===== src/svo_pkg.sv =====
// servo axis gating package: register map, field layout, reset values, types
// assumes one 125 MHz clock domain and an apb master with 32-bit data
//
// Overview of operation
// - mode 0 regulates speed from the analog speed command sample.
// - mode 1 moves by command pulse count; pulse rate sets speed.
// - mode 2 regulates torque from the analog torque command sample.
// - mode 3 picks one of three stored speeds via three select inputs.
// - servo enable input low energizes the motor and permits motion.
// - servo enable input high keeps motor de-energized and inoperable.
// - default enable source is terminal one on axis A, five on axis B.
// - enable source 9 treats servo enable as always asserted from power-up.
// - with enable forced, alarm clear by command is ignored; restart clears.
// - parameter changes apply only at the next startup.
// - direction reversal flips the motor only, not encoder or monitor outputs.
// - standard direction: positive command turns counterclockwise from load side.
// - positive limit guards ccw with direction 0, cw with direction 1.
// - a released limit input forces the moving axis to stop.
// - positive limit low allows, high prohibits positive motion.
// - negative limit low allows, high prohibits negative motion.
// - during overtravel on one side, opposite-side motion is still accepted.
// - clear input zeroes the position error counter after an overtravel stop.
// - limit source 9 disables that side's overtravel check.
package svo_pkg;

  // ****************************************************************
  // register map (byte addresses)
  // ****************************************************************
  localparam logic [7:0] ADDR_PARAM   = 8'h00;  // stored parameters, rw
  localparam logic [7:0] ADDR_ACTIVE  = 8'h04;  // parameters in force, ro
  localparam logic [7:0] ADDR_PRESET1 = 8'h08;  // internal speed 1, rw
  localparam logic [7:0] ADDR_PRESET2 = 8'h0c;
  localparam logic [7:0] ADDR_PRESET3 = 8'h10;
  localparam logic [7:0] ADDR_STATUS  = 8'h14;  // ro
  localparam logic [7:0] ADDR_CONTROL = 8'h18;  // wo: restart / alarm clear

  // ****************************************************************
  // field positions and codes
  // ****************************************************************
  localparam int          MODE_LSB     = 4;
  localparam int          SON_LSB      = 8;
  localparam int          FWD_LSB      = 12;
  localparam int          REV_LSB      = 16;
  localparam int          DIR_BIT      = 0;
  localparam int          CTL_RESTART  = 0;
  localparam int          CTL_ALMCLR   = 1;
  localparam logic [3:0]  SRC_FORCED   = 4'h9;
  localparam logic [3:0]  SON_DEF_A    = 4'h1;
  localparam logic [3:0]  SON_DEF_B    = 4'h5;
  localparam logic [3:0]  FWD_DEF_A    = 4'h3;
  localparam logic [3:0]  FWD_DEF_B    = 4'h7;
  localparam logic [3:0]  REV_DEF_A    = 4'h4;
  localparam logic [3:0]  REV_DEF_B    = 4'h8;
  localparam int          NUM_TERMS    = 8;
  localparam int          SYNC_W       = 14;   // terms, clear, 3 selects, pulse, sign

  typedef enum logic [3:0] {
    SVO_MODE_SPEED  = 4'h0,
    SVO_MODE_PULSE  = 4'h1,
    SVO_MODE_TORQUE = 4'h2,
    SVO_MODE_PRESET = 4'h3
  } svo_mode_e;

  typedef struct packed {
    logic       dirRev;
    logic [3:0] revSrc;
    logic [3:0] fwdSrc;
    logic [3:0] sonSrc;
    svo_mode_e  mode;
  } svo_cfg_s;

  typedef struct packed {
    logic        psel;
    logic        penable;
    logic        pwrite;
    logic [7:0]  paddr;
    logic [31:0] pwdata;
  } svo_apb_req_s;

  typedef struct packed {
    logic        pready;
    logic        pslverr;
    logic [31:0] prdata;
  } svo_apb_rsp_s;

  // reset value of the stored parameters, chosen per axis
  function automatic svo_cfg_s svo_cfg_default(input logic axisB);
    svo_cfg_s c;
    c.dirRev = 1'b0;
    c.mode   = SVO_MODE_SPEED;
    c.sonSrc = axisB ? SON_DEF_B : SON_DEF_A;
    c.fwdSrc = axisB ? FWD_DEF_B : FWD_DEF_A;
    c.revSrc = axisB ? REV_DEF_B : REV_DEF_A;
    return c;
  endfunction : svo_cfg_default

endpackage : svo_pkg


===== src/svo_axis_ctrl.sv =====
// servo axis control: mode select, servo enable, direction, overtravel gating
// assumes input terminals are active low, clear and speed selects active high, and apb software access
`timescale 1ns/100ps
module svo_axis_ctrl #(
  parameter logic AXIS_B = 1'b0
) (
  // clock and reset
  input  wire logic                   clock,
  input  wire logic                   rst_n,
  // apb slave
  input  wire svo_pkg::svo_apb_req_s  apbReq,
  output svo_pkg::svo_apb_rsp_s       apbRsp,
  // discrete inputs, terminals 1..8 on bits 0..7
  input  wire logic [7:0]             inputTerms_n,
  input  wire logic                   errorCounterClear,
  input  wire logic                   presetSpeedSelA,
  input  wire logic                   presetSpeedSelB,
  input  wire logic                   presetSpeedSelC,
  // command pulse train and analog command samples
  input  wire logic                   cmdPulse,
  input  wire logic                   cmdPulseNeg,
  input  wire logic signed [15:0]     speedRef,
  input  wire logic signed [15:0]     torqueRef,
  input  wire logic                   alarmEvent,
  input  wire logic                   encPulseIn,
  // drive outputs
  output logic                        motorEnergized,
  output svo_pkg::svo_mode_e          loopMode,
  output logic signed [15:0]          driveCmd,
  output logic                        encPulseOut,
  output logic                        alarm
);
  import svo_pkg::*;

  // ****************************************************************
  // state
  // ****************************************************************
  typedef struct packed {
    logic [SYNC_W-1:0]  sync1;
    logic [SYNC_W-1:0]  sync2;
    logic               pulsePrev;
    svo_cfg_s           pend;
    svo_cfg_s           act;
    logic               loaded;
    logic [2:0][15:0]   preset;
    logic signed [15:0] errCnt;
    logic signed [15:0] drive;
    logic               energized;
    logic               fwdBlock;
    logic               revBlock;
    logic               alarm;
    logic               encOut;
    logic [31:0]        rdata;
    logic               slverr;
  } svo_state_s;

  svo_state_s st;
  svo_state_s next_st;

  // routed terminal level; source 9 reads as asserted (low)
  function automatic logic termLevel(input logic [3:0] src, input logic [7:0] t);
    logic v;
    v = 1'b1;
    if (src == SRC_FORCED) begin
      v = 1'b0;
    end else if (src >= 4'h1 && src <= 4'h8) begin
      v = t[3'(src - 4'h1)];
    end
    return v;
  endfunction : termLevel

  // address decode shared by read and write paths
  function automatic logic isMapped(input logic [7:0] a);
    return a == ADDR_PARAM || a == ADDR_ACTIVE || a == ADDR_PRESET1 || a == ADDR_PRESET2 ||
           a == ADDR_PRESET3 || a == ADDR_STATUS || a == ADDR_CONTROL;
  endfunction : isMapped

  // ****************************************************************
  // combinational next state
  // ****************************************************************
  logic [7:0]         terms;
  logic               clrSync;
  logic [2:0]         selSync;
  logic               pulseSync;
  logic               pulseNegSync;
  logic               sonLevel;
  logic               fwdLevel;
  logic               revLevel;
  logic               wrStrobe;
  logic               setup;
  logic signed [15:0] demand;
  logic signed [15:0] motorDemand;

  always_comb begin
    next_st = st;
    // only the second stage is read below
    next_st.sync1 = {cmdPulseNeg, cmdPulse, presetSpeedSelC, presetSpeedSelB,
                     presetSpeedSelA, errorCounterClear, inputTerms_n};
    next_st.sync2 = st.sync1;
    terms        = st.sync2[7:0];
    clrSync      = st.sync2[8];
    selSync      = st.sync2[11:9];
    pulseSync    = st.sync2[12];
    pulseNegSync = st.sync2[13];
    next_st.pulsePrev = pulseSync;
    next_st.encOut    = encPulseIn;

    // parameters copied into force once per startup
    if (!st.loaded) begin
      next_st.act    = st.pend;
      next_st.loaded = 1'b1;
    end

    sonLevel = termLevel(st.act.sonSrc, terms);
    fwdLevel = termLevel(st.act.fwdSrc, terms);
    revLevel = termLevel(st.act.revSrc, terms);
    next_st.energized = st.loaded && !sonLevel && !st.alarm;
    next_st.fwdBlock  = fwdLevel;
    next_st.revBlock  = revLevel;

    // position error: accumulates pulses, clear input wins
    if (clrSync) begin
      next_st.errCnt = '0;
    end else if (pulseSync && !st.pulsePrev && st.energized) begin
      next_st.errCnt = pulseNegSync ? st.errCnt - 16'sd1 : st.errCnt + 16'sd1;
    end

    // command source by mode
    case (st.act.mode)
      SVO_MODE_SPEED:  demand = speedRef;
      SVO_MODE_PULSE:  demand = st.errCnt;
      SVO_MODE_TORQUE: demand = torqueRef;
      SVO_MODE_PRESET: begin
        if (selSync[0]) begin
          demand = $signed(st.preset[0]);
        end else if (selSync[1]) begin
          demand = $signed(st.preset[1]);
        end else if (selSync[2]) begin
          demand = $signed(st.preset[2]);
        end else begin
          demand = '0;
        end
      end
      default:         demand = '0;
    endcase

    // limit test uses command sign, so it follows the direction setting
    if (!st.energized || (demand > 0 && st.fwdBlock) || (demand < 0 && st.revBlock)) begin
      motorDemand = '0;
    end else begin
      motorDemand = demand;
    end
    // positive is ccw when not reversed
    next_st.drive = st.act.dirRev ? -motorDemand : motorDemand;

    // alarm: set wins over clear; restart clears even with enable forced
    wrStrobe = apbReq.psel && apbReq.penable && apbReq.pwrite;
    if (alarmEvent) begin
      next_st.alarm = 1'b1;
    end else if (wrStrobe && apbReq.paddr == ADDR_CONTROL) begin
      if (apbReq.pwdata[CTL_RESTART]) begin
        next_st.alarm = 1'b0;
      end else if (apbReq.pwdata[CTL_ALMCLR] && st.act.sonSrc != SRC_FORCED) begin
        next_st.alarm = 1'b0;
      end
    end

    // register writes
    if (wrStrobe) begin
      case (apbReq.paddr)
        ADDR_PARAM: begin
          next_st.pend.dirRev = apbReq.pwdata[DIR_BIT];
          next_st.pend.mode   = svo_mode_e'(apbReq.pwdata[MODE_LSB +: 4]);
          next_st.pend.sonSrc = apbReq.pwdata[SON_LSB +: 4];
          next_st.pend.fwdSrc = apbReq.pwdata[FWD_LSB +: 4];
          next_st.pend.revSrc = apbReq.pwdata[REV_LSB +: 4];
        end
        ADDR_PRESET1: next_st.preset[0] = apbReq.pwdata[15:0];
        ADDR_PRESET2: next_st.preset[1] = apbReq.pwdata[15:0];
        ADDR_PRESET3: next_st.preset[2] = apbReq.pwdata[15:0];
        ADDR_CONTROL: begin
          if (apbReq.pwdata[CTL_RESTART]) begin
            next_st.loaded    = 1'b0;
            next_st.energized = 1'b0;
          end
        end
        default: ;
      endcase
    end

    // read data captured in the setup cycle, answered with no wait
    setup = apbReq.psel && !apbReq.penable;
    if (setup) begin
      next_st.slverr = !isMapped(apbReq.paddr);
      case (apbReq.paddr)
        ADDR_PARAM:   next_st.rdata = {12'h0, st.pend.revSrc, st.pend.fwdSrc, st.pend.sonSrc,
                                       st.pend.mode, 3'h0, st.pend.dirRev};
        ADDR_ACTIVE:  next_st.rdata = {12'h0, st.act.revSrc, st.act.fwdSrc, st.act.sonSrc,
                                       st.act.mode, 3'h0, st.act.dirRev};
        ADDR_PRESET1: next_st.rdata = {16'h0, st.preset[0]};
        ADDR_PRESET2: next_st.rdata = {16'h0, st.preset[1]};
        ADDR_PRESET3: next_st.rdata = {16'h0, st.preset[2]};
        ADDR_STATUS:  next_st.rdata = {st.errCnt, 11'h0, st.loaded, st.alarm, st.revBlock,
                                       st.fwdBlock, st.energized};
        default:      next_st.rdata = 32'h0;
      endcase
    end
  end

  // ****************************************************************
  // registers
  // ****************************************************************
  // reset stands for a full power-up: stored parameters return to defaults
  always_ff @(posedge clock or negedge rst_n) begin
    if (!rst_n) begin
      st           <= '0;
      st.sync1     <= '1;
      st.sync2     <= '1;
      st.pend      <= svo_cfg_default(AXIS_B);
      st.act       <= svo_cfg_default(AXIS_B);
    end else begin
      st <= next_st;
    end
  end

  // outputs
  assign motorEnergized = st.energized;
  assign loopMode       = st.act.mode;
  assign driveCmd       = st.drive;
  assign encPulseOut    = st.encOut;
  assign alarm          = st.alarm;
  assign apbRsp.pready  = apbReq.psel && apbReq.penable;
  assign apbRsp.pslverr = apbReq.psel && apbReq.penable && st.slverr;
  assign apbRsp.prdata  = st.rdata;
endmodule : svo_axis_ctrl


===== config.mk =====
export PLATFORM = sky130hd
export DESIGN_NAME = svo_axis_ctrl
export DESIGN_NICKNAME = d
export VERILOG_FILES = /design/src/svo_pkg.sv /design/src/svo_axis_ctrl.sv
export SDC_FILE = /design/constraint.sdc
export NUM_CORES = 1
export LEC_CHECK = 0
export BUFFER_PORTS_ARGS = -buffer_cell sky130_fd_sc_hd__buf_2
export CORE_MARGIN = 4
export CORE_UTILIZATION = 50
export CTS_CLUSTER_DIAMETER = 50
export DETAILED_ROUTE_END_ITERATION = 10
export GPL_TIMING_DRIVEN = 0
export PLACE_DENSITY = 0.71
export SYNTH_ARGS = -nofsm -noshare
export SYNTH_HDL_FRONTEND = slang
export SYNTH_SLANG_ARGS = --single-unit
export TNS_END_PERCENT = 50

===== constraint.sdc =====
create_clock -name clock -period 4.9 [get_ports clock]
set_clock_uncertainty 0.1 [all_clocks]
set_input_delay 0.49 -clock clock [delete_from_list [all_inputs] [get_ports clock]]
set_output_delay 0.49 -clock clock [all_outputs]
set_load 0.02 [all_outputs]

==> summary.md, run 1 <==
| Metric | Value |
|---|---|
| Status | completed |
| Crit path DAT | 4730 ps |
| Die Wd | 149 µm |
| Core ar. | 19500 µm² |
| Routed via count | 7908 |
| Initial antenna violation count | 0 |
| CTS tree | done |
| Worst Hold Class | input pin to flip-flop |
| N_diodes | 0 |
| Congestion Overflow GR | 0 |
| H-tree Lvls | 4 |
| Final setup violation count | 0 |
| Max-slew violation count | 0 |
| EDFF count, synth | 0 |
| R2R depth | 18 |
| Setup TNS | 0 ps |
| Area Overhead vs Synth | 17.0% |
| Ys flop type | dfrtp_1 |
| Most frequent cells in the layout | 146 x dfrtp_1, 137 x nand2_1, 137 x buf_2 |
| Tcrit/Tclk final | 90.9% |
| Flops & latches, synth | 182 |
| DRT Pass-1 Iters | 7 |
| M3 GR Usage | 4.68% |
| Post-route cell area | 11600 µm² |
| CP Capture Point | driveCmd[14] |
| Seq/Total Area, Yosys | 46.4% |
| Fmax | 0.224 GHz |
| VDD IR max | 245 µV |
| Layout cells sized above 1 | 33.2% |
| Mapped Cells | 960 |
| RSZ-0062 raised after global routing | false |
| Clock root buffer | clkbuf_16 |
| Asr flop ratio synth | 100% |
| Required @ worst endpoint | 5180 ps |
| Final worst slack | 444 ps |
| CTS Buf Count | 17 |
| Post-route ant nets | 0 |
| Global-route wire length before repair | 43300 µm |
| DRT iter0 DRCs | 669 |
| Syn_nets | 1076 |
| Synth warn | 0 |
| Critical path startpoint | selSync[2] |
| Placed Area | 11000 µm² |
| Mapped Area | 9910 µm² |
| Worst reg-to-reg setup slack | 440 ps |
| Placer Congestion | 0.903 |
| CTS Sinks | 182 |
| Final WL | 27800 µm |
| Finished Core Util | 59.6% |
| Clock Path Buffers | 2 |
| Initial Util | 50.9% |
| Number of global-route vias before repair | 7725 |
| Yosys cell types | 77 |
| Leak | 5.58 nW |
| Worst-Margin Slew | 1290 ps |
| Grt peak-use layer | met2 |
| Crit-path max FO | 10 |
| Post_cts resized | 0 |
| Met1 GRT Util | 34.6% |
| IO buf count | 134 |
| Rel. slew slack | 13.2% |
| Hold depth | 1 |
| Total die area | 22100 µm² |
| Reg-to-reg endpoint | driveCmd[14] |
| Nets | 1231 |
| Largest net degree at the start of global routing | 108 |
| Placement Setup Slack | 590 ps |
| Post-layout min period | 4460 ps |
| Ports | 150 |
| Detailed placement HPWL | 20500 µm |
| Final hold violations | 0 |
| CP Launch Type | flip-flop |
| Pwr Density | 277 nW/µm² |
| All-Layer GR Usage | 25.4% |
| Chip Height | 149 µm |
| Crit end category | flip-flop |
| Post-DR wirelength/cell | 19.9 µm |
| Reg2reg start | selSync[2] |
| Final routed DRC violation total | 0 |
| Via density | 5.68 |
| Met2 Usage GRT | 41.6% |
| Syn avg cell area | 10.3 µm² |
| Clock transition at path regs | 70 ps |
| Setup CP Type | flip-flop to flip-flop |
| Maxcap violations | 0 |
| Row Count | 51 |
| Clock latency on the worst-skew pair | 450 ps |
| Leading cell type in the layout, fill and taps excluded | dfrtp_1 |
-- logic make-up after synthesis --
| group | after synthesis | share of synthesized area, % |
|---|---|---|
| AOI/OAI and AO/OA | 236 | 15.4 |
| and+or+nand+nor | 239 | 11.5 |
| adders and majority gates | 24 | 3.08 |
| muxes | 117 | 13.7 |
| DFF | 182 | 46.4 |
| xor gates and xnor gates | 19 | 1.68 |
| buffers and inverters | 143 | 8.28 |
-- cells in the mapped netlist, types with 4 or more instances --
| master | n | area share, % |
|---|---|---|
| a211oi_1 | 10 | 0.76 |
| a21o_1 | 17 | 1.3 |
| a21oi_1 | 40 | 2.0 |
| a221o_1 | 8 | 0.81 |
| a221oi_1 | 21 | 1.9 |
| a22oi_1 | 4 | 0.30 |
| a31o_2 | 4 | 0.35 |
| a31oi_1 | 7 | 0.44 |
| and2_1 | 4 | 0.25 |
| and3_1 | 4 | 0.25 |
| buf_2 | 4 | 0.20 |
| buf_4 | 53 | 4.0 |
| buf_6 | 9 | 1.0 |
| clkbuf_1 | 37 | 1.4 |
| dfrtp_1 | 146 | 37 |
| dfstp_2 | 36 | 9.5 |
| ha_1 | 22 | 2.8 |
| inv_1 | 33 | 1.2 |
| mux2_2 | 74 | 8.4 |
| mux2_4 | 4 | 0.61 |
| mux2i_1 | 30 | 3.0 |
| mux4_2 | 6 | 1.4 |
| nand2_1 | 137 | 5.2 |
| nand3_1 | 6 | 0.30 |
| nand3b_1 | 16 | 1.2 |
| nor2_1 | 32 | 1.2 |
| nor2b_1 | 4 | 0.25 |
| nor3_1 | 7 | 0.35 |
| o211ai_1 | 6 | 0.45 |
| o21ai_0 | 89 | 4.5 |
| o21ai_1 | 4 | 0.20 |
| or3_1 | 5 | 0.32 |
| xnor2_1 | 11 | 0.97 |
| xor2_1 | 8 | 0.71 |
-- through the flow --
step / hold slack [ps] / std cells / total power [W]
global route: 20.9 / 1393 / 0.00332
floorplan: 94.4 / 960 / 0.00168
global placement: 246 / 1359 / 0.00178
finish: 36.5 / 1393 / 0.00321
detailed placement: 247 / 1360 / 0.00179
CTS: 24.6 / 1393 / 0.00323
-- critical path, cell delays in order, from the launching register on --
cell and delay, ps:
dfstp_2 520, clkbuf_2 200, buf_2 280, nand3b_1 110
a221oi_1 590, o211ai_1 280, and4_1 300, nand4_2 140
a31o_4 210, buf_6 150, or2_1 130, ha_1 140
clkbuf_1 280, inv_1 140, nor2_1 200, nand3_1 110
o21ai_0 140, nor3b_1 260, a21o_1 120
-- routing by layer --
layer / vias up / routed length, µm
met1: 3884 / 11700
met3: 57 / 1930
met4: 0 / 743
met5: - / 0
met2: 297 / 13400
li1: 3670 / -
-- power by group --
group	switching, W	internal [W]	total (W)
clock	0.000674	0.000776	0.00145
combinational	0.000129	0.0000824	0.000212
sequential	0.0000170	0.00153	0.00155
total	0.000820	0.00239	0.00321
-- area by class of cell --
cell class	instances	area (µm²)
Buffer	108	689
Sequential cell	182	4600
Fill cell	1634	7860
Multi-Input combinational cell	635	4490
Clock buffer	20	500
Tap cell	265	332
Inverter	35	131
Timing Repair Buffer	136	718
Clock inverter	12	140
-- registers in the layout, indices dropped and copies added (netlist names) --
name / flops
alarm: 1
apbRsp: 32
clrSync: 1
driveCmd: 16
encPulseOut: 1
loopMode: 4
motorEnergized: 1
next_st: 15
pulseNegSync: 1
selSync: 3
st: 107
-- worst min path at each step --
| stage | from | end | slack, ps |
|---|---|---|---|
| floorplan | rst_n | alarm | 90 |
| global placement | next_st[163] | selSync[0] | 250 |
| detailed placement | next_st[167] | pulseNegSync | 250 |
| CTS | inputTerms_n[5] | next_st[159] | 20 |
| global route | inputTerms_n[5] | next_st[159] | 20 |
| finish | inputTerms_n[5] | next_st[159] | 40 |
-- what timing repair did --
item | in CTS | in global routing
hold buffers | 1 | 0
hold endpoints to repair | 61 | 0
buffers inserted | 0 | 0
Power figures use the tool's default switching activity.
==> run 2, diff against run 1 <==
PLACE_DENSITY = 0.74   (was 0.71)
clock period = 4.01 ns   (was 4.9 ns; I/O delays follow)
==> summary.md, run 2 (same netlist as run 1, synthesis figures left out) <==
| Metric | Value |
|---|---|
| IO buf count | 134 |
| Placed Area | 11000 µm² |
| Top Metal Used | met5 |
| Met2 WL | 13300 µm |
| DRT Pass-1 Iters | 7 |
| Initial antenna violation count | 1 |
| Clock transition at path regs | 70 ps |
| Most frequent cells in the layout | 146 x dfrtp_1, 137 x nand2_1, 136 x buf_2 |
| CTS Buf Count | 17 |
| Leak | 5.66 nW |
| All-Layer GR Usage | 25.3% |
| Via density | 5.71 |
| DRT iter0 DRCs | 697 |
| Pwr Density | 331 nW/µm² |
| Tcrit/Tclk final | 95.9% |
| Required @ worst endpoint | 4240 ps |
| Crit end category | flip-flop |
| Initial Util | 50.9% |
| CP Launch Type | flip-flop |
| Overall Power | 0.00392 W |
| Final hold violations | 0 |
| Ports | 150 |
| Setup CP Type | flip-flop to flip-flop |
| Post-route ant nets | 0 |
| Layout cells sized above 1 | 34.1% |
| Clock root buffer | clkbuf_16 |
| Number of global-route vias before repair | 7788 |
| Hold depth | 2 |
| Routed wl met3 | 2150 µm |
| H-tree Lvls | 4 |
| Leading cell type in the layout, fill and taps excluded | dfrtp_1 |
| CTS Sinks | 182 |
| Placer Congestion | 0.937 |
| Final WL | 27800 µm |
| Crit path DAT | 4080 ps |
| Worst Hold Class | input pin to flip-flop |
| Total die area | 22100 µm² |
| CTS tree | done |
| Congestion Overflow GR | 0 |
| Chip Height | 149 µm |
| Hold Worst Slack | 40.5 ps |
| Setup TNS | 0 ps |
| Nets | 1247 |
| Fmax | 0.260 GHz |
| VDD IR max | 301 µV |
| Routed via count | 8051 |
| RSZ-0062 raised after global routing | false |
| Clock latency on the worst-skew pair | 440 ps |
| Row Count | 51 |
| Final routed DRC violation total | 0 |
| Routed met1 length | 11400 µm |
| Finished Core Util | 60.9% |
| Core ar. | 19500 µm² |
| Detailed placement HPWL | 20300 µm |
| Max-slew violation count | 0 |
| Rel. slew slack | 19.8% |
| Post-layout min period | 3850 ps |
| Global-route wire length before repair | 43200 µm |
| N_diodes | 0 |
| Post-route cell area | 11900 µm² |
| Status | completed |
| Clock Path Buffers | 2 |
| Maxcap violations | 0 |
| Post-DR wirelength/cell | 19.7 µm |
| Worst-Margin Slew | 1190 ps |
| Area Overhead vs Synth | 19.6% |
| Largest net degree at the start of global routing | 126 |
| Final setup violation count | 0 |
| Die Wd | 149 µm |
| Crit-path max FO | 10 |
| Largest Register | st |
| R2R depth | 17 |
| Max reg flops | 107 |
==> run 2: cell count changes in the layout (fill, tap and decap cells not counted), sizes merged <==
cell / delta
buf: +2
bufinv: +2
clkbuf: -3
clkinv: -2
clkinvlp: +1
dlygate4sd3: +15
inv: +1
==> run 2: cell type report <==
type	instances	area, µm²
inverters	35	131
multi-input cells	635	4600
flip-flops and latches	182	4600
repair buffers	153	883
plain buffers	107	691
fillers	1625	7600
clock inverters	14	179
well taps	265	332
clock buffers	18	439
==> run 2: critical path, stage by stage, from the launching register on <==
cell and delay, ps:
dfstp_2 580, buf_6 160, buf_8 140, buf_6 170, a221oi_4 100, o211ai_1 370, and4bb_1 270, nand4_2 170
a31o_4 310, buf_6 140, or2_1 260, ha_4 210, inv_1 110, nor2_1 80, nand3_1 110, o21ai_0 70
nor3b_2 170, a21o_1 170
==> run 2: worst paths after layout <==
path | from | endpoint | slack, ps
max in group asynchronous | rst_n | apbRsp[28] | 2490
worst max register to register | selSync[0] | driveCmd[14] | 160
worst max-delay path | selSync[0] | driveCmd[14] | 160
worst min register to register | next_st[167] | pulseNegSync | 250
worst min-delay path | alarmEvent | alarm | 40
min in group asynchronous | rst_n | encPulseOut | 360
==> run 2: repair_timing <==
action,in CTS,in global routing
setup endpoints to repair,4,3
setup buffers,0,2
hold buffers,16,0
pin swaps,0,2
gates resized for setup,8,15
hold endpoints to repair,60,0
gates cloned,0,0
==> run 2: where the power goes <==
group          switching, W  internal [W]
combinational      0.000165      0.000113
clock              0.000784      0.000965
sequential        0.0000204       0.00188
==> run 2: per-stage QoR <==
step                      std cells  setup slack [ps]
after floorplan                 960               513
after global placement         1359              -461
after detailed placement       1360              -375
after CTS                      1407              26.4
after global routing           1409              2.35
final                          1409               165
==> run 2: per-layer routing <==
metal  GRT usage [%]  up-vias
li1                -     3713
met1            34.1     3919
met2            41.3      359
met3            3.80       58
met4            10.5        2
met5               0        -
==> run 3, diff against run 2 <==
REMOVE_ABC_BUFFERS = 1   (was default)
==> summary.md, run 3 (same netlist as run 1, synthesis figures left out) <==
| Metric | Value |
|---|---|
| Setup CP Type | flip-flop to flip-flop |
| Slowest cell on crit path | dfstp_4 |
| Global-route wire length before repair | 39600 µm |
| Int Power | 0.00286 W |
| Crit path DAT | 4080 ps |
| Worst reg-to-reg setup slack | 150 ps |
| Status | completed |
| All-Layer GR Usage | 22.9% |
| Detailed placement HPWL | 17100 µm |
| Clock root buffer | clkbuf_16 |
| Most frequent cells in the layout | 144 x dfrtp_1, 137 x nand2_1, 136 x buf_2 |
| DRT iter0 DRCs | 529 |
| Leading cell type in the layout, fill and taps excluded | dfrtp_1 |
| Congestion Overflow GR | 0 |
| Required @ worst endpoint | 4230 ps |
| Post-route cell area | 11300 µm² |
| Critical Path, Cell by Cell | buf_6 > nand3b_1 > a221oi_4 > o211ai_1 > and4bb_1 > nand4_2 > a31o_4 > or2_1 > ha_2 > inv_1 > nor2_1 > nand3_1 > o21ai_0 > nor3b_1 > a21o_1 |
| Final routed DRC violation total | 0 |
| CTS tree | done |
| Post-layout min period | 3860 ps |
| Sequential Power Share | 50.2% |
| Worst Hold Class | input pin to flip-flop |
| Switch share | 24.8% |
| Chip Height | 149 µm |
| Clock transition at path regs | 70 ps |
| Final WL | 25700 µm |
| Max-slew violation count | 0 |
| Placed Area | 10400 µm² |
| Largest net degree at the start of global routing | 122 |
| Logic pwr share | 6.8% |
| DRT Pass-1 Iters | 5 |
| CTS Sinks | 182 |
| Leak | 5.28 nW |
| Placer Congestion | 0.936 |
| Post-route ant nets | 0 |
| Crit-path max FO | 17 |
| Clk pwr share | 43.0% |
| Rel. slew slack | 29.8% |
| Post-DR wirelength/cell | 19.5 µm |
| Total die area | 22100 µm² |
| Initial antenna violation count | 3 |
| Placement Setup Slack | -1010 ps |
| Fill cells | 1673 |
| Layout cells sized above 1 | 31.9% |
| Core ar. | 19500 µm² |
| Buffer and inverter count on the worst path | 2 |
| Hold Path Origin | alarmEvent |
| Clock Path Buffers | 2 |
| Maxcap violations | 0 |
| Crit end category | flip-flop |
| Reg-to-reg endpoint | driveCmd[14] |
| Area Overhead vs Synth | 13.7% |
| Net switching power | 0.000945 W |
| CP Launch Type | flip-flop |
| Row Count | 51 |
| Crit-path max cell delay | 760 ps |
| Worst hold endpoint | alarm |
| Pwr Density | 337 nW/µm² |
| Number of global-route vias before repair | 7395 |
| IO buf count | 137 |
| Fmax | 0.259 GHz |
| Largest Register | st |
| H-tree Lvls | 4 |
| Die Wd | 149 µm |
| Clock latency on the worst-skew pair | 440 ps |
| R2R depth | 15 |
| Routed via count | 7569 |
| Max reg flops | 107 |
| Initial Util | 50.9% |
| CP top delay family | simple AND/OR/NAND/NOR gates |
| Hold depth | 2 |
| CTS Buf Count | 17 |
| Ports | 150 |
| Via density | 5.76 |
| Worst-Margin Slew | 1050 ps |
| Final hold violations | 0 |
| Final worst slack | 150 ps |
| Reg2reg start | selSync[1] |
| Final setup violation count | 0 |
| Nets | 1151 |
| Tcrit/Tclk final | 96.2% |
| VDD IR max | 317 µV |
[run 3: worst max path at each step]
stage	from	end	slack, ps	depth (start not counted)
floorplan	loopMode[0]	driveCmd[14]	90	14
global placement	loopMode[0]	driveCmd[14]	-1020	14
detailed placement	loopMode[0]	driveCmd[14]	-1010	14
CTS	selSync[1]	driveCmd[14]	20	14
global route	selSync[1]	driveCmd[14]	-5	15
finish	selSync[1]	driveCmd[14]	150	15
[run 3: cell type report]
class	count	area [µm²]	share of cell area (%)
antenna	2	5.00	0.0444
clock buffer	18	429	3.81
clock inverter	14	139	1.23
inverter	35	136	1.21
multi-input combinational	636	4600	40.8
sequential	182	4620	41.0
tap	265	332	2.94
timing repair buffer	163	1010	8.97
[run 3: metrics by stage]
| stage | instances | setup TNS, ps | power (W) | utilization [%] | hold slack [ps] |
|---|---|---|---|---|---|
| 5_1_grt | 1315 | -5.38 | 0.00394 | 57.9 | 58.9 |
| 2_1_floorplan | 852 | 0 | 0.00203 | - | 5.41 |
| 6_report | 1315 | 0 | 0.00380 | 57.9 | 72.0 |
| 4_1_cts | 1309 | 0 | 0.00382 | 57.4 | 62.1 |
| 3_3_place_gp | 1254 | -94580 | 0.00216 | 52.6 | 246 |
| 3_5_place_dp | 1261 | -5430 | 0.00218 | 53.4 | 247 |
[run 3: per-layer routing]
| metal | track usage (%) | wire length, µm | part of all wire [%] | vias to the layer above |
|---|---|---|---|---|
| li1 | - | - | - | 3519 |
| met1 | 32.1 | 11300 | 44 | 3701 |
| met2 | 35.3 | 12000 | 47 | 301 |
| met3 | 4.71 | 1730 | 6.7 | 46 |
| met4 | 8.88 | 680 | 2.6 | 2 |
| met5 | 0 | 13 | 0.051 | - |
[run 3: timing repair]
item                                   in CTS  in global routing
setup endpoints to repair                   8                  3
cloned                                      0                  1
hold buffers                               16                  0
resized for setup                          13                 10
endpoints found under the hold margin      64                  0
setup buffers                               0                  3
pin swaps                                   0                  2
[run 3: power by group through the flow]
stage                     registers [W]  clock network [W]  logic [W]
after CTS                       0.00191            0.00166   0.000248
after global routing            0.00191            0.00174   0.000285
final                           0.00191            0.00164   0.000258
after detailed placement        0.00194                  0   0.000233
after global placement          0.00194                  0   0.000220
after floorplan                 0.00193                  0   0.000101
